--- config.mk ---
export PLATFORM = sky130hd
export DESIGN_NAME = swbwd_detect
export DESIGN_NICKNAME = d
export VERILOG_FILES = /design/src/hdl/swbwd_pkg.sv /design/src/hdl/swbwd_fifo_if.sv /design/src/hdl/swbwd_fifo.sv /design/src/hdl/swbwd_detect.sv
export SDC_FILE = /design/constraint.sdc
export NUM_CORES = 1
export LEC_CHECK = 0
export BUFFER_PORTS_ARGS = -buffer_cell sky130_fd_sc_hd__buf_2
export CORE_MARGIN = 2
export CORE_UTILIZATION = 30
export DETAILED_ROUTE_END_ITERATION = 6
export PLACE_DENSITY = 0.46
export SLEW_MARGIN = 20
export SYNTH_ARGS = -nofsm -noshare
export SYNTH_HDL_FRONTEND = slang
export SYNTH_SLANG_ARGS = --single-unit
--- constraint.sdc ---
create_clock -name clk_in -period 3.55 [get_ports clk_in]
set_input_delay 0.5325 -clock clk_in [delete_from_list [all_inputs] [get_ports clk_in]]
set_output_delay 0.5325 -clock clk_in [all_outputs]
set_load 0.01 [all_outputs]
--- src/hdl/swbwd_pkg.sv ---
// Constants and types shared by the sync word and bus width detector.
package swbwd_pkg;

  // ----------------------------------------------------------------
  // Synchronization pattern as seen on the data pins
  // ----------------------------------------------------------------
  localparam logic [7:0] SYNC_B3 = 8'hAA;
  localparam logic [7:0] SYNC_B2 = 8'h99;
  localparam logic [7:0] SYNC_B1 = 8'h55;
  localparam logic [7:0] SYNC_B0 = 8'h66;
  localparam logic [7:0] PAD_BYTE = 8'hFF;

  // ----------------------------------------------------------------
  // Sizes
  // ----------------------------------------------------------------
  localparam int BYTE_W = 8;
  localparam int WORD_W = 32;
  localparam int FIFO_DEPTH = 16;

  // ----------------------------------------------------------------
  // Detector states, one-hot
  // ----------------------------------------------------------------
  typedef enum logic [6:0] {
    ST_SEARCH = 7'h01,
    ST_X8_B3 = 7'h02,
    ST_X8_B2 = 7'h04,
    ST_X8_B1 = 7'h08,
    ST_X16_HI = 7'h10,
    ST_SYNC8 = 7'h20,
    ST_SYNC16 = 7'h40
  } swbwd_state_t;

endpackage

--- src/hdl/swbwd_fifo_if.sv ---
// Carrier between the detector and its word FIFO.
`timescale 1ns/1ps
`default_nettype none
interface swbwd_fifo_if #(
  parameter int WIDTH = 32
);
  logic in_valid;
  logic in_ready;
  logic [WIDTH-1:0] in_data;
  logic out_valid;
  logic out_ready;
  logic [WIDTH-1:0] out_data;

  modport src (output in_valid, output in_data, input in_ready,
               input out_valid, input out_data, output out_ready);
  modport fifo (input in_valid, input in_data, output in_ready,
                output out_valid, output out_data, input out_ready);
endinterface
`default_nettype wire

--- src/hdl/swbwd_fifo.sv ---
// Word FIFO with registered ready and a registered output stage.
`timescale 1ns/1ps
`default_nettype none
module swbwd_fifo #(
  parameter int WIDTH = 32,
  parameter int DEPTH = 16
) (
  // Clock and reset
  input wire logic clk_in,
  input wire logic resetn_in,
  // Both sides
  swbwd_fifo_if.fifo f
);
  localparam int AW = $clog2(DEPTH);

  logic [WIDTH-1:0] mem [DEPTH];
  logic [AW-1:0] wr_ptr;
  logic [AW-1:0] rd_ptr;
  logic [AW:0] count;
  logic [AW:0] next_count;
  logic push;
  logic pop;

  // A push needs room; a pop refills the output stage when it is free.
  assign push = f.in_valid && f.in_ready;
  assign pop = (count != '0) && (!f.out_valid || f.out_ready);
  assign next_count = count + (AW+1)'(push) - (AW+1)'(pop);

  // Storage array write.
  always_ff @(posedge clk_in)
  begin
    if (push)
      mem[wr_ptr] <= f.in_data;
  end

  // Pointers, fill level, registered ready and output stage.
  always_ff @(posedge clk_in or negedge resetn_in)
  begin
    if (!resetn_in)
    begin
      wr_ptr <= '0;
      rd_ptr <= '0;
      count <= '0;
      f.in_ready <= 1'b0;
      f.out_valid <= 1'b0;
      f.out_data <= '0;
    end
    else
    begin
      if (push)
        wr_ptr <= wr_ptr + AW'(1);
      if (pop)
        rd_ptr <= rd_ptr + AW'(1);
      count <= next_count;
      f.in_ready <= next_count < (AW+1)'(DEPTH); // Honest full.
      if (pop)
      begin
        f.out_valid <= 1'b1;
        f.out_data <= mem[rd_ptr];
      end
      else if (f.out_ready)
        f.out_valid <= 1'b0;
    end
  end
endmodule
`default_nettype wire

--- src/hdl/swbwd_detect.sv ---
// Sync word finder, bus width detector and word assembler.
`timescale 1ns/1ps
`default_nettype none
module swbwd_detect #(
  parameter int DEPTH = swbwd_pkg::FIFO_DEPTH
) (
  // Clock and reset
  input wire logic clk_in,
  input wire logic resetn_in,
  // Parallel configuration pins, low lane in bits 7:0
  input wire logic [15:0] pin_data_in,
  input wire logic pin_valid_in,
  output logic pin_ready_out,
  // Assembled configuration words
  output logic [31:0] word_data_out,
  output logic word_valid_out,
  input wire logic word_ready_in,
  // Status
  output logic synced_out,
  output logic width_x16_out
);

  // ----------------------------------------------------------------
  // Declarations
  // ----------------------------------------------------------------
  swbwd_pkg::swbwd_state_t state;
  swbwd_pkg::swbwd_state_t next_state;
  swbwd_pkg::swbwd_state_t restart_state;
  swbwd_fifo_if #(.WIDTH(swbwd_pkg::WORD_W)) fq ();
  logic [7:0] lo_lane;
  logic [7:0] hi_lane;
  logic [7:0] lo_stream;
  logic [7:0] hi_stream;
  logic take;
  logic lo_b3;
  logic lo_b2;
  logic lo_b1;
  logic lo_b0;
  logic hi_b3;
  logic hi_b1;
  logic [31:0] shreg;
  logic [31:0] next_shreg;
  logic [1:0] fill;
  logic [1:0] last_fill;
  logic word_done;
  logic pend;
  logic next_pend;

  // Reverse the bits of a byte: pin zero carries the stream MSB.
  function automatic logic [7:0] unswap(input logic [7:0] b);
    logic [7:0] r;
    r = '0;
    for (int i = 0; i < 8; i++)
      r[i] = b[7-i];
    return r;
  endfunction

  // ----------------------------------------------------------------
  // Lane decode
  // ----------------------------------------------------------------
  // Patterns are matched as seen on the pins.
  assign lo_lane = pin_data_in[7:0];
  assign hi_lane = pin_data_in[15:8];
  assign lo_b3 = lo_lane == swbwd_pkg::SYNC_B3;
  assign lo_b2 = lo_lane == swbwd_pkg::SYNC_B2;
  assign lo_b1 = lo_lane == swbwd_pkg::SYNC_B1;
  assign lo_b0 = lo_lane == swbwd_pkg::SYNC_B0;
  assign hi_b3 = hi_lane == swbwd_pkg::SYNC_B3;
  assign hi_b1 = hi_lane == swbwd_pkg::SYNC_B1;

  // Stream order bytes for the assembled words.
  assign lo_stream = unswap(lo_lane);
  assign hi_stream = unswap(hi_lane);

  // A pin transfer is taken when valid meets ready.
  assign take = pin_valid_in && pin_ready_out;

  // ----------------------------------------------------------------
  // Width detection
  // ----------------------------------------------------------------
  // Where a search starts from the present byte; pads and other bytes
  // leave the detector searching and are dropped.
  assign restart_state = lo_b3 ? swbwd_pkg::ST_X8_B3 :
                         (lo_b2 && hi_b3) ? swbwd_pkg::ST_X16_HI :
                         swbwd_pkg::ST_SEARCH;

  // Next detector state, moved only by taken transfers.
  always_comb
  begin
    next_state = state;
    if (take)
    begin
      unique case (state)
        swbwd_pkg::ST_SEARCH:
          next_state = restart_state;
        // With 0xAA on the upper lane a low 0x99 is the x16 start instead.
        swbwd_pkg::ST_X8_B3:
          next_state = (lo_b2 && !hi_b3) ? swbwd_pkg::ST_X8_B2 : restart_state;
        swbwd_pkg::ST_X8_B2:
          next_state = lo_b1 ? swbwd_pkg::ST_X8_B1 : restart_state;
        swbwd_pkg::ST_X8_B1:
          next_state = lo_b0 ? swbwd_pkg::ST_SYNC8 : restart_state;
        swbwd_pkg::ST_X16_HI:
          next_state = (lo_b0 && hi_b1) ? swbwd_pkg::ST_SYNC16 : restart_state;
        swbwd_pkg::ST_SYNC8,
        swbwd_pkg::ST_SYNC16:
          next_state = state; // Width is locked until reset.
        default:
          next_state = swbwd_pkg::ST_SEARCH;
      endcase
    end
  end

  // ----------------------------------------------------------------
  // Word assembly
  // ----------------------------------------------------------------
  // x8 fills four bytes, x16 two halves; first arrival is bits 31:24.
  assign last_fill = (state == swbwd_pkg::ST_SYNC16) ? 2'h1 : 2'h3;
  assign word_done = take && synced_out && (fill == last_fill);
  assign next_shreg = (state == swbwd_pkg::ST_SYNC16) ?
                      {shreg[15:0], hi_stream, lo_stream} :
                      {shreg[23:0], lo_stream};

  // A finished word waits here until the FIFO accepts it.
  assign next_pend = word_done || (pend && !fq.in_ready);
  assign fq.in_valid = pend;
  assign fq.in_data = shreg;
  assign fq.out_ready = word_ready_in;

  // Detector state and status flags.
  always_ff @(posedge clk_in or negedge resetn_in)
  begin
    if (!resetn_in)
    begin
      state <= swbwd_pkg::ST_SEARCH;
      synced_out <= 1'b0;
      width_x16_out <= 1'b0;
    end
    else
    begin
      state <= next_state;
      synced_out <= next_state[5] || next_state[6];
      width_x16_out <= next_state == swbwd_pkg::ST_SYNC16;
    end
  end

  // Assembly register and transfer count; only data after sync enters.
  always_ff @(posedge clk_in or negedge resetn_in)
  begin
    if (!resetn_in)
    begin
      shreg <= '0;
      fill <= '0;
    end
    else if (take && synced_out)
    begin
      shreg <= next_shreg;
      fill <= word_done ? 2'h0 : fill + 2'h1;
    end
  end

  // Pending word and pin back-pressure.
  always_ff @(posedge clk_in or negedge resetn_in)
  begin
    if (!resetn_in)
    begin
      pend <= 1'b0;
      pin_ready_out <= 1'b0;
    end
    else
    begin
      pend <= next_pend;
      pin_ready_out <= !next_pend; // Stalls the pins while a word waits.
    end
  end

  // ----------------------------------------------------------------
  // Word FIFO
  // ----------------------------------------------------------------
  swbwd_fifo #(
    .WIDTH(swbwd_pkg::WORD_W),
    .DEPTH(DEPTH)
  ) u_fifo (
    .clk_in(clk_in),
    .resetn_in(resetn_in),
    .f(fq.fifo)
  );

  // Outputs come from the FIFO's output stage flip-flops.
  assign word_valid_out = fq.out_valid;
  assign word_data_out = fq.out_data;

endmodule
`default_nettype wire

# Yosys cells after proc, flatten, opt, wreduce, memory -nomap -nowiden

Memories as Yosys holds them, arrays and structs flattened. A register that Yosys moved wholly into a read port is not among the register bits.
Cells that the tools add are included.
W data, S select, Z words.

Flip-flop bits (word level): 60
Bits in writable memories: 512
Output and inout bits: 36
Word-level logic and storage cells: 69
Memories: 1

Add/sub/neg operators: 5
Magnitude comparators: 1
Equal/unequal tests: 15
Mux-type cells: 15
Reductions and logical operators: 20

Memories:

| name       | words | width | rd ports | clocked after Yosys merged registers in | write ports | line             | RTL |
|---|---|---|---|---|---|---|---|
| u_fifo.mem | 16    | 32    | 1        | 1                                       | 1           | swbwd_fifo.sv:16 | `logic [WIDTH-1:0] mem [DEPTH];` |

Operator list:

| operator              | count |
|---|---|
| $pmux W7 S6           | 1 |
| $mux W32              | 1 |
| $eq A8 B7 Y1 const B  | 3 |
| $eq A8 B8 Y1 const B  | 3 |
| $mux W5               | 4 |
| $eq A7 B7 Y1 const B  | 2 |
| $mux W7               | 2 |
| $logic_and A1 B1 Y1   | 9 |
| $add A4 B1 Y4 const B | 2 |
| $eq A7 B1 Y1 const B  | 1 |
| $eq A7 B2 Y1 const B  | 1 |
| $eq A7 B3 Y1 const B  | 1 |
| $eq A7 B4 Y1 const B  | 1 |
| $eq A7 B5 Y1 const B  | 1 |
| $eq A7 B6 Y1 const B  | 1 |
| $mux W6               | 1 |
| $add A5 B1 Y5         | 1 |
| $logic_not A1 Y1      | 5 |
| $lt A5 B5 Y1 const B  | 1 |
| $reduce_bool A5 Y1    | 1 |
| $sub A5 B1 Y5         | 1 |
| $mux W1               | 4 |
| $mux W2               | 2 |
| $logic_or A1 B1 Y1    | 3 |
| other kinds (4)       | 4 |

# Logic depth before layout (Yosys ltp)

Gate-level depths: netlist of run 1.

Depth in word-level cells: 8
Gate-level depth with buffers: 14

# Hierarchy

From an unflattened synthesis of run 1, not the netlist that was laid out.

Cell total of the unflattened synthesis: 1154
Area, all modules: 23860.4 um^2

By module, submodules not included:

| module       | times used | cells an instance | area each (um^2) | sequential area each (um^2) |
|---|---|---|---|---|
| swbwd_fifo   | 1          | 939               | 21630.7          | 16550.9 |
| swbwd_detect | 1          | 215               | 2229.6           | 1127.3 |

# Worst setup path after synthesis of run 1

OpenSTA, ideal clock, no wires.

Kind: register to register
Start point: register u_fifo.count[3]
End point: register u_fifo.f.in_ready
Arrival: 2.516 ns
Slack: 0.913 ns
Stages on the path, launching flop included: 15
Period minus slack after synthesis: 2.637 ns
Cell sequence: dfrtp_1 > inv_1 > ha_1 > nor4b_1 > a21o_1 > buf_2 > inv_1 > ha_1 > inv_1 > ha_1 > fa_1 > a21oi_1 > o21bai_1 > xnor2_1 > inv_1

Longest elaborated chain between the ends: 4
Elaborated cells between the ends (all ways): 5
Those cells by class: 2 x add/sub; 1 x order compare; 2 x reduce/logical

Ends and longest elaborated chain:

| what                     | line                | RTL |
|---|---|---|
| start: declaration       | swbwd_fifo.sv:19    | `logic [AW:0] count;` |
| start signal: assignment | swbwd_fifo.sv:54    | `count <= next_count;` |
| $reduce_bool A5 Y1       | swbwd_fifo.sv:26    | `assign pop = (count != '0) && (!f.out_valid \|\| f.out_ready);` |
| $logic_and A1 B1 Y1      | swbwd_fifo.sv:26    |  |
| net u_fifo.pop           | swbwd_fifo.sv:22    | `logic pop;` |
| $sub A5 B1 Y5            | swbwd_fifo.sv:27    | `assign next_count = count + (AW+1)'(push) - (AW+1)'(pop);` |
| net u_fifo.next_count[4] | swbwd_fifo.sv:20    | `logic [AW:0] next_count;` |
| $lt A5 B5 Y1             | swbwd_fifo.sv:55    | `f.in_ready <= next_count < (AW+1)'(DEPTH);` |
| end signal: assignment   | swbwd_fifo.sv:55    |  |
| end: declaration         | swbwd_fifo_if.sv:16 | `modport fifo (input in_valid, input in_data, output in_ready,` |

The timed path passes the listed nets, and every way through them passes these cells.
A chain may end at the register's enable or synchronous reset.

# Final worst setup path of run 1

Start point: register u_fifo.count[2]
End point: register u_fifo.f.in_ready

Same word-level chain as after synthesis.

==> impl_metrics.tcl, run 1 <==
set metrics [dict create \
    preCtsSetupSlack_ns 0.750 \
    die_area_um2 80600 \
    slew_violations 0 \
    path_clk_slew_ns 0.06 \
    grt_pass1_vias 12228 \
    num_rows 102 \
    gp_congestion 0.737 \
    firstDrtPassIters 5 \
    via_per_inst 4.81 \
    placed_area_um2 25400 \
    portBuffers 55 \
    layout.nets 1285 \
    setup_tns_ns 0 \
    worstPathRequired_ns 4.02 \
    clk-insertion-delay-late_ns 0.60 \
    max_slew_margin 0.420 \
    wl_met1_mm 27.3 \
    critPathLaunchType "flip-flop" \
    cpMostUsedCell "inv_1" \
    track_usage 0.146 \
    cts_made_buffers 67 \
    root_buffer "clkbuf_16" \
    grt_pass1_wl_mm 85.9 \
    fin_crit_ns 2.80 \
    clk_path_buf_depth 3 \
    yosys-top-cells-area "edfxtp_1 (65%), mux4_2 (12%), dfrtp_1 (9.7%)" \
    critPathSlowestCell "fa_1" \
    start_util 0.304 \
    ys_types 58 \
    cp_top_family "adder cells" \
    status "finished clean" \
    wl_per_cell_um 24.8 \
    drc 0 \
    irDropWorstVdd_mv 0.369 \
    h-tree-depth 3 \
    synth_edf_count 512 \
    cts_num_sinks 604 \
    hold-worst-slack_ns 0.143 \
    setup_slack_ns 0.754 \
    skew_ns 0.0176 \
    fp.dieW_um 284 \
    postSynthCellCount 1148 \
    ys_seq_elements 604 \
    worst-path-buf-inv 4 \
    yosysWarnings 0 \
    async_flop_share 0.152 \
    slowest_delay_ns 0.43 \
    synth-main-ff-cell "edfxtp_1" \
    grt_max_degree 66 \
    rsz0062_at_grt "false" \
    arrival_ns 3.27 \
    wl_met3_mm 1.96 \
    drive_above_1_share 0.277 \
    syn_avg_cell_area_um2 20.5 \
    powerDensity_nw_per_um2 675 \
    nFillCells 7220 \
    totalWireLength_mm 58.2 \
    fmax_mhz 358 \
    grt_overflow_total 0 \
    vias 11293 \
    tightest_slew_ns 0.867 \
    dr_wl_met2_mm 27.9 \
    p_leak_nw 9.31 \
    hold_viol 0 \
    fp.dieH_um 284 \
    end_kind "flip-flop" \
    maxCapViolCount 0 \
    num_io_pins 56 \
    dp_hpwl_mm 32.1 \
    synth_top_cell_by_area "edfxtp_1" \
    cts_tree "done" \
    crit_chain "inv_1 -> ha_1 -> nor4b_1 -> a21o_2 -> inv_1 -> ha_1 -> inv_1 -> ha_1 -> fa_1 -> a21oi_1 -> o21bai_1 -> xnor2_1 -> inv_1" \
    setup_violations 0 \
    core_um2 77500 \
    top_layer_used "met4" \
    ant_nets 0 \
    cts_resized 0 \
    cts_setup_buffers 0 \
    synthesis.area_um2 23500 \
    fin_crit_sh 0.788 \
    fin_area_um2 27500 \
    antenna_found_initial 1 \
    synth_nets 1180 \
    synth_top_cell_area_share 0.654 \
    hp-class "in -> reg" \
    crit_path_max_fanout 6 \
    first_iter_violations 656 \
    area_growth_pct 17.0 \
    ys_seq_area_frac 0.752 \
    critPathKind "reg -> reg" \
]
## where the power goes
group	internal, mW	switching (mW)
Combinational	1.79	1.86
Sequential	7.86	0.440
Clock	3.87	2.76
## kinds of logic (layout without fill, tap and decap cells)
logic type      count (synthesis)  count (layout)  synth area share
compound gates                118             118            0.0333
xor+xnor                       13              13           0.00484
fa+ha+maj                      12              12           0.00670
buf+inv                        71             229            0.0130
flops                         604             604             0.752
mux                           224             224             0.164
other cells                     0               1                 0
simple gates                  106             106            0.0266
## layer usage
layer | vias to the layer above | global-route usage
li1 | 4916 | -
met4 | 0 | 0.0409
met5 | - | 0
met3 | 65 | 0.0219
met2 | 215 | 0.236
met1 | 6097 | 0.206
## flip-flops by register name, indices dropped and copies added, names as in the netlist, 2 cells and up
name	cells
u_fifo.f.out_data	32
u_fifo.rd_ptr	4
u_fifo.wr_ptr	4
u_fifo.count	5
fill	2
fq.in_data	32
state	7
u_fifo.mem	512
## placed cells by master, fill, tap and decap left out, types with 3 or more instances in the layout
master / synthesis / routed
a21o_1: 35 / 34
nand3_1: 3 / 3
clkinv_2: 0 / 10
xnor2_1: 9 / 9
ha_1: 11 / 11
clkbuf_8: 0 / 8
nand2_1: 43 / 41
clkinv_1: 0 / 5
dfrtp_1: 91 / 88
buf_2: 22 / 54
o22ai_1: 33 / 33
xor2_1: 4 / 4
buf_12: 0 / 19
mux2_2: 8 / 8
buf_4: 1 / 19
mux2i_1: 88 / 88
edfxtp_1: 512 / 512
o21ai_0: 30 / 30
dfrtp_4: 0 / 3
mux4_2: 128 / 128
clkbuf_16: 0 / 68
nor2_1: 6 / 6
nand2b_1: 5 / 4
inv_6: 0 / 5
inv_1: 14 / 14
clkbuf_1: 26 / 20
a21oi_1: 3 / 3
and3_2: 0 / 4
nor3_1: 4 / 4
nand2_2: 1 / 3
o21ai_1: 3 / 3
and2_2: 0 / 12
a211oi_1: 3 / 3
## worst reg2reg max path: stages (launching register included)
cell and delay (ns):
dfrtp_1 0.38, inv_1 0.09, ha_1 0.14, nor4b_1 0.30, a21o_2 0.16, inv_1 0.12
ha_1 0.31, inv_1 0.04, ha_1 0.20, fa_1 0.43, a21oi_1 0.15, o21bai_1 0.09
xnor2_1 0.21, inv_1 0.06
## cell usage after synthesis (3+ instances only)
| cell type | n |
|---|---|
| edfxtp_1 | 512 |
| mux4_2 | 128 |
| dfrtp_1 | 91 |
| mux2i_1 | 88 |
| nand2_1 | 43 |
| a21o_1 | 35 |
| o22ai_1 | 33 |
| o21ai_0 | 30 |
| clkbuf_1 | 26 |
| buf_2 | 22 |
| inv_1 | 14 |
| and2_1 | 13 |
| ha_1 | 11 |
| xnor2_1 | 9 |
| mux2_2 | 8 |
| buf_1 | 7 |
| nor2_1 | 6 |
| and3_1 | 5 |
| nand2b_1 | 5 |
| nor3_1 | 4 |
| xor2_1 | 4 |
| a211oi_1 | 3 |
| a21oi_1 | 3 |
| nand3_1 | 3 |
| o21ai_1 | 3 |
## final timing paths
kind | start | end | slack, ns | depth (start not counted)
hold reg to reg | u_fifo.f.out_data[29]$_DFFE_PN0P_ | u_fifo.f.out_data[29]$_DFFE_PN0P_ | 0.47 | 1
setup / recovery | u_fifo.count[2]$_DFF_PN0_ | u_fifo.f.in_ready$_DFF_PN0_ | 0.75 | 13
setup reg to reg | u_fifo.count[2]$_DFF_PN0_ | u_fifo.f.in_ready$_DFF_PN0_ | 0.75 | 13
hold / removal | word_ready_in | u_fifo.f.out_valid$_DFFE_PN0P_ | 0.14 | 2
max in group asynchronous | resetn_in | u_fifo.f.out_data[17]$_DFFE_PN0P_ | 2.21 | 3
min in group asynchronous | resetn_in | u_fifo.f.out_data[27]$_DFFE_PN0P_ | 0.49 | 2
## metrics by stage
| stage | power, mW | cells | utilization |
|---|---|---|---|
| floorplan | 10.9 | 1148 | - |
| global placement | 12.2 | 2223 | 0.328 |
| detailed placement | 12.2 | 2223 | 0.328 |
| CTS | 18.9 | 2346 | 0.355 |
| global route | 19.4 | 2346 | 0.355 |
| finish | 18.6 | 2347 | 0.355 |
## final cells by class
| class | instances | area [µm²] | area share |
|---|---|---|---|
| Antenna cell | 1 | 2.50 | 0.0000910 |
| Multi-Input combinational cell | 473 | 5560 | 0.202 |
| Tap cell | 1040 | 1300 | 0.0473 |
| Inverter | 14 | 52.6 | 0.00191 |
| Timing Repair Buffer | 93 | 803 | 0.0292 |
| Sequential cell | 604 | 17700 | 0.643 |
| Clock buffer | 96 | 1890 | 0.0686 |
| Clock inverter | 26 | 214 | 0.00778 |
## repair_timing
action,CTS,global route
hold buffers,1,0
setup endpoints to repair,0,0
hold endpoints to repair,27,0
Note: power is estimated with default switching activity, not from simulation.
==> run 2, diff against run 1 <==
--- a/config.mk
+++ b/config.mk
@@ -9,7 +9,7 @@
 export CORE_MARGIN = 2
 export CORE_UTILIZATION = 30
 export DETAILED_ROUTE_END_ITERATION = 6
-export PLACE_DENSITY = 0.46
+export PLACE_DENSITY = 0.48
 export SLEW_MARGIN = 20
 export SYNTH_ARGS = -nofsm -noshare
 export SYNTH_HDL_FRONTEND = slang
==> constraint.sdc (replaced) <==
create_clock -name clk_in -period 2.5 [get_ports clk_in]
set_input_delay 0.375 -clock clk_in [delete_from_list [all_inputs] [get_ports clk_in]]
set_output_delay 0.375 -clock clk_in [all_outputs]
set_load 0.01 [all_outputs]
==> impl_metrics.tcl, run 2 (synthesized netlist as in run 1, its figures left out) <==
set metrics [dict create \
    critPathKind "reg -> reg" \
    fmax_mhz 421 \
    hp-class "in -> reg" \
    layout_commonest_cell "edfxtp_1" \
    reg2reg_depth 13 \
    num_io_pins 56 \
    top_register "u_fifo.mem" \
    area_growth_pct 19.5 \
    layout.nets 1307 \
    slowest_delay_ns 0.39 \
    layout_common_cells "edfxtp_1 (512), mux4_2 (128), mux2i_1 (88), dfrtp_1 (88), clkbuf_16 (73)" \
    ant_nets 0 \
    grt_overflow_total 0 \
    first_iter_violations 808 \
    setup_violations 0 \
    crit_chain "inv_2 -> ha_4 -> nor4b_4 -> a21o_2 -> inv_2 -> ha_4 -> inv_2 -> ha_4 -> fa_2 -> a21oi_2 -> o21bai_1 -> xnor2_1 -> inv_1" \
    slew_violations 0 \
    cts_made_buffers 66 \
    core_um2 77500 \
    start_util 0.304 \
    fp.dieH_um 284 \
    arrival_ns 2.86 \
    wl_per_cell_um 23.7 \
    critPathLaunchType "flip-flop" \
    fin_cells 2369 \
    grt_max_degree 55 \
    critPathSlowestCell "dfrtp_1" \
    pwr-share-seq 0.423 \
    fin_crit_ns 2.38 \
    switching_share 0.263 \
    drc 0 \
    grt_pass1_vias 12139 \
    skew_ns 0.0201 \
    status "finished clean" \
    largest_reg_flops 512 \
    h-tree-depth 3 \
    power.switching_mw 7.11 \
    place_inst 2240 \
    track_usage 0.141 \
    totalWireLength_mm 56.2 \
    hold_viol 0 \
    preCtsSetupSlack_ns 0.0228 \
    num_rows 102 \
    via_per_inst 4.81 \
    path_clk_slew_ns 0.06 \
    setup_slack_ns 0.123 \
    portBuffers 55 \
    cts_tree "done" \
    crit_path_max_fanout 2 \
    n_antenna_cell 0 \
    irDropWorstVdd_mv 0.728 \
    clk_path_buf_depth 3 \
    end_kind "flip-flop" \
    grt_pass1_wl_mm 83.5 \
    gp_congestion 0.731 \
    firstDrtPassIters 5 \
    p_int_mw 20.0 \
    p_leak_nw 9.41 \
    dp_hpwl_mm 31.2 \
    antenna_found_initial 0 \
    maxCapViolCount 0 \
    comb_power_share 0.205 \
    nFillCells 7201 \
    die_area_um2 80600 \
    powerDensity_nw_per_um2 964 \
    cts_num_sinks 604 \
    worstPathRequired_ns 2.98 \
    tightest_slew_ns 0.772 \
    root_buffer "clkbuf_16" \
    min_path_cells 2 \
    clock_power_share 0.372 \
    fin_crit_sh 0.951 \
    max_slew_margin 0.485 \
    clk-insertion-delay-late_ns 0.60 \
    drive_above_1_share 0.295 \
    vias 11387 \
    fp.dieW_um 284 \
]
[run 2: stage by stage]
step	util	setup TNS [ns]	hold WS (ns)	total power, mW	cell area [µm²]
after floorplan	-	0	0.0794	15.2	23500
after global routing	0.363	-0.00464	0.0287	28.3	28100
after global placement	0.332	0	0.443	17.3	25700
after detailed placement	0.332	0	0.452	17.3	25700
final	0.363	0	0.0453	27.1	28100
after CTS	0.362	0	0.00760	27.5	28000
[run 2: area by class of cell]
cell class                      count  area (µm²)  area share
Clock inverter                     22         290      0.0103
Sequential cell                   604       17700       0.630
Inverter                           14        52.6     0.00187
Clock buffer                      100        1980      0.0704
Multi-Input combinational cell    473        5620       0.200
Timing Repair Buffer              116        1170      0.0416
Tap cell                         1040        1300      0.0463
[run 2: final timing paths]
kind	start	slack (ns)	end
setup reg to reg	u_fifo.count[2]$_DFF_PN0_	0.12	u_fifo.f.in_ready$_DFF_PN0_
setup / recovery	u_fifo.count[2]$_DFF_PN0_	0.12	u_fifo.f.in_ready$_DFF_PN0_
min in group asynchronous	resetn_in	0.36	fq.in_data[7]$_DFFE_PN0P_
hold / removal	pin_data_in[0]	0.05	fq.in_data[7]$_DFFE_PN0P_
max in group asynchronous	resetn_in	1.52	u_fifo.f.out_data[2]$_DFFE_PN0P_
hold reg to reg	u_fifo.f.out_data[8]$_DFFE_PN0P_	0.47	u_fifo.f.out_data[8]$_DFFE_PN0P_
[run 2: critical path, delay by kind of cell (launching register included)]
| family | cells | cell delay (ns) |
|---|---|---|
| fa+ha+maj | 4 | 0.87 |
| flops | 1 | 0.39 |
| compound gates | 3 | 0.36 |
| buf+inv | 4 | 0.24 |
| xor+xnor | 1 | 0.21 |
| simple gates | 1 | 0.19 |
[run 2: per-layer routing]
layer | GRT usage | up-vias | wire length [µm]
met4 | 0.0414 | 0 | 999
met5 | 0 | - | 0
met3 | 0.0204 | 65 | 1940
li1 | - | 4971 | -
met1 | 0.200 | 6129 | 26100
met2 | 0.227 | 222 | 27100
[run 2: repair_timing]
item / CTS / global route
hold buffers: 3 / 0
hold endpoints to repair: 30 / 0
gates resized for setup: 0 / 11
setup buffers: 0 / 4
setup endpoints to repair: 0 / 2
[run 2: power groups by stage]
stage / registers [mW] / clock network (mW) / logic [mW]
floorplan: 11.7 / 0 / 3.54
global placement: 11.7 / 0 / 5.60
detailed placement: 11.7 / 0 / 5.59
CTS: 11.5 / 10.4 / 5.60
global route: 11.5 / 10.8 / 6.03
finish: 11.5 / 10.1 / 5.55
==> run 3, diff against run 2 <==
--- a/config.mk
+++ b/config.mk
@@ -8,8 +8,8 @@
 export BUFFER_PORTS_ARGS = -buffer_cell sky130_fd_sc_hd__buf_2
 export CORE_MARGIN = 2
 export CORE_UTILIZATION = 30
+export CTS_CLUSTER_SIZE = 24
 export DETAILED_ROUTE_END_ITERATION = 6
-export PLACE_DENSITY = 0.48
 export SLEW_MARGIN = 20
 export SYNTH_ARGS = -nofsm -noshare
 export SYNTH_HDL_FRONTEND = slang
==> impl_metrics.tcl, run 3 (synthesized netlist as in run 1, its figures left out) <==
set metrics [dict create \
    max_slew_margin 0.497 \
    setup_violations 0 \
    critPathKind "reg -> reg" \
    r2r-start "u_fifo.count[3]$_DFF_PN0_" \
    start_util 0.304 \
    crit_path_max_fanout 2 \
    hold_viol 0 \
    ant_nets 0 \
    clk_path_buf_depth 3 \
    num_io_pins 56 \
    num_rows 102 \
    irDropWorstVdd_mv 0.475 \
    fin_area_um2 27600 \
    cts_num_sinks 604 \
    status "finished clean" \
    tightest_slew_ns 0.754 \
    placed_area_um2 25600 \
    die_area_um2 80600 \
    first_iter_violations 815 \
    track_usage 0.131 \
    root_buffer "clkbuf_16" \
    setup_tns_ns 0 \
    powerDensity_nw_per_um2 918 \
    end_kind "flip-flop" \
    p_leak_nw 9.19 \
    antenna_found_initial 0 \
    totalWireLength_mm 53.0 \
    hp-start "pin_data_in[4]" \
    fin_crit_ns 2.38 \
    core_um2 77500 \
    layout.nets 1305 \
    fp.dieH_um 284 \
    gp_congestion 0.714 \
    layout_commonest_cell "edfxtp_1" \
    place_inst 2244 \
    critPathLaunchType "flip-flop" \
    cts_made_buffers 57 \
    ff2ff_setup_slack_ns 0.12 \
    slowest_delay_ns 0.39 \
    min_path_cells 2 \
    fin_crit_sh 0.952 \
    dp_hpwl_mm 30.2 \
    hold_end "fq.in_data[3]$_DFFE_PN0P_" \
    crit_chain "inv_2 -> ha_4 -> nor4b_4 -> a21o_2 -> inv_2 -> ha_4 -> inv_2 -> ha_4 -> fa_2 -> a21oi_2 -> o21bai_1 -> xnor2_1 -> inv_1" \
    fmax_mhz 420 \
    portBuffers 55 \
    grt_pass1_vias 11937 \
    arrival_ns 2.87 \
    maxCapViolCount 0 \
    firstDrtPassIters 5 \
    layout_common_cells "edfxtp_1 (512), mux4_2 (128), mux2i_1 (88), dfrtp_1 (88), clkbuf_16 (57)" \
    largest_reg_flops 512 \
    vias 11403 \
    h-tree-depth 2 \
    critPathSlowestCell "dfrtp_1" \
    skew_ns 0.0267 \
    grt_max_degree 40 \
    grt_overflow_total 0 \
    crit_start "u_fifo.count[3]$_DFF_PN0_" \
    rsz0062_at_grt "true" \
    top_register "u_fifo.mem" \
    drive_above_1_share 0.291 \
    fp.dieW_um 284 \
    hp-class "in -> reg" \
    via_per_inst 4.83 \
    fin_cells 2362 \
    grt_pass1_wl_mm 79.2 \
    reg2reg_depth 13 \
    fin_util 0.356 \
    area_growth_pct 17.2 \
    cts_tree "done" \
    slew_violations 0 \
    wl_per_cell_um 22.4 \
    drc 0 \
    rr_endpoint "u_fifo.f.in_ready$_DFF_PN0_" \
    path_clk_slew_ns 0.06 \
    worstPathRequired_ns 2.99 \
    clk-insertion-delay-late_ns 0.62 \
]
-- run 3: area by class of cell --
cell class	count	area [µm²]
Tap cell	1040	1300
Clock inverter	25	200
Multi-Input combinational cell	473	5620
Sequential cell	604	17700
Fill cell	7185	49900
Inverter	14	52.6
Timing Repair Buffer	123	1100
Clock buffer	82	1600
Antenna cell	1	2.50
-- run 3: worst max-delay path by stage --
stage	end	slack, ns
6_report	u_fifo.f.in_ready$_DFF_PN0_	0.12
5_1_grt	u_fifo.f.in_ready$_DFF_PN0_	-0.05
4_1_cts	u_fifo.f.in_ready$_DFF_PN0_	0.02
3_5_place_dp	u_fifo.f.in_ready$_DFF_PN0_	-0.03
3_3_place_gp	u_fifo.f.in_ready$_DFF_PN0_	0.04
2_1_floorplan	u_fifo.f.in_ready$_DFF_PN0_	0.01
-- run 3: repair_timing --
action | CTS | global route
hold endpoints to repair | 39 | 0
endpoints found under the setup margin | 1 | 2
buffers inserted | 1 | 4
gates resized for setup | 1 | 10
pin swaps | 0 | 6
hold buffers | 5 | 0
-- run 3: per-stage QoR --
| step | total power, mW | hold WS [ns] | setup slack (ns) |
|---|---|---|---|
| after floorplan | 15.2 | 0.0794 | 0.0120 |
| after global placement | 17.2 | 0.420 | 0.0446 |
| after detailed placement | 17.2 | 0.430 | -0.0277 |
| after CTS | 25.6 | 0.00104 | 0.0201 |
| after global routing | 26.4 | 0.0261 | -0.0506 |
| final | 25.3 | 0.0445 | 0.120 |
-- run 3: worst max-delay path: cells and delay by family (launching register included) --
kind | cells | cell delay (ns)
xor gates and xnor gates | 1 | 0.20
adders and majority gates | 4 | 0.89
DFF | 1 | 0.39
buffers and inverters | 4 | 0.22
and+or+nand+nor | 1 | 0.20
AOI/OAI and AO/OA | 3 | 0.38
-- run 3: routing by layer --
metal / vias up / track usage / share of wire
met4: 0 / 0.0326 / 0.019
met1: 6104 / 0.182 / 0.45
met5: - / 0 / 0
li1: 4942 / - / -
met2: 290 / 0.212 / 0.48
met3: 67 / 0.0248 / 0.052
-- run 3: report_power, final --
group	internal [mW]	leakage [nW]	total [mW]	switching (mW)
registers	11.2	5.50	11.7	0.583
clock network	4.66	0.877	8.30	3.64
logic	2.60	2.81	5.25	2.65
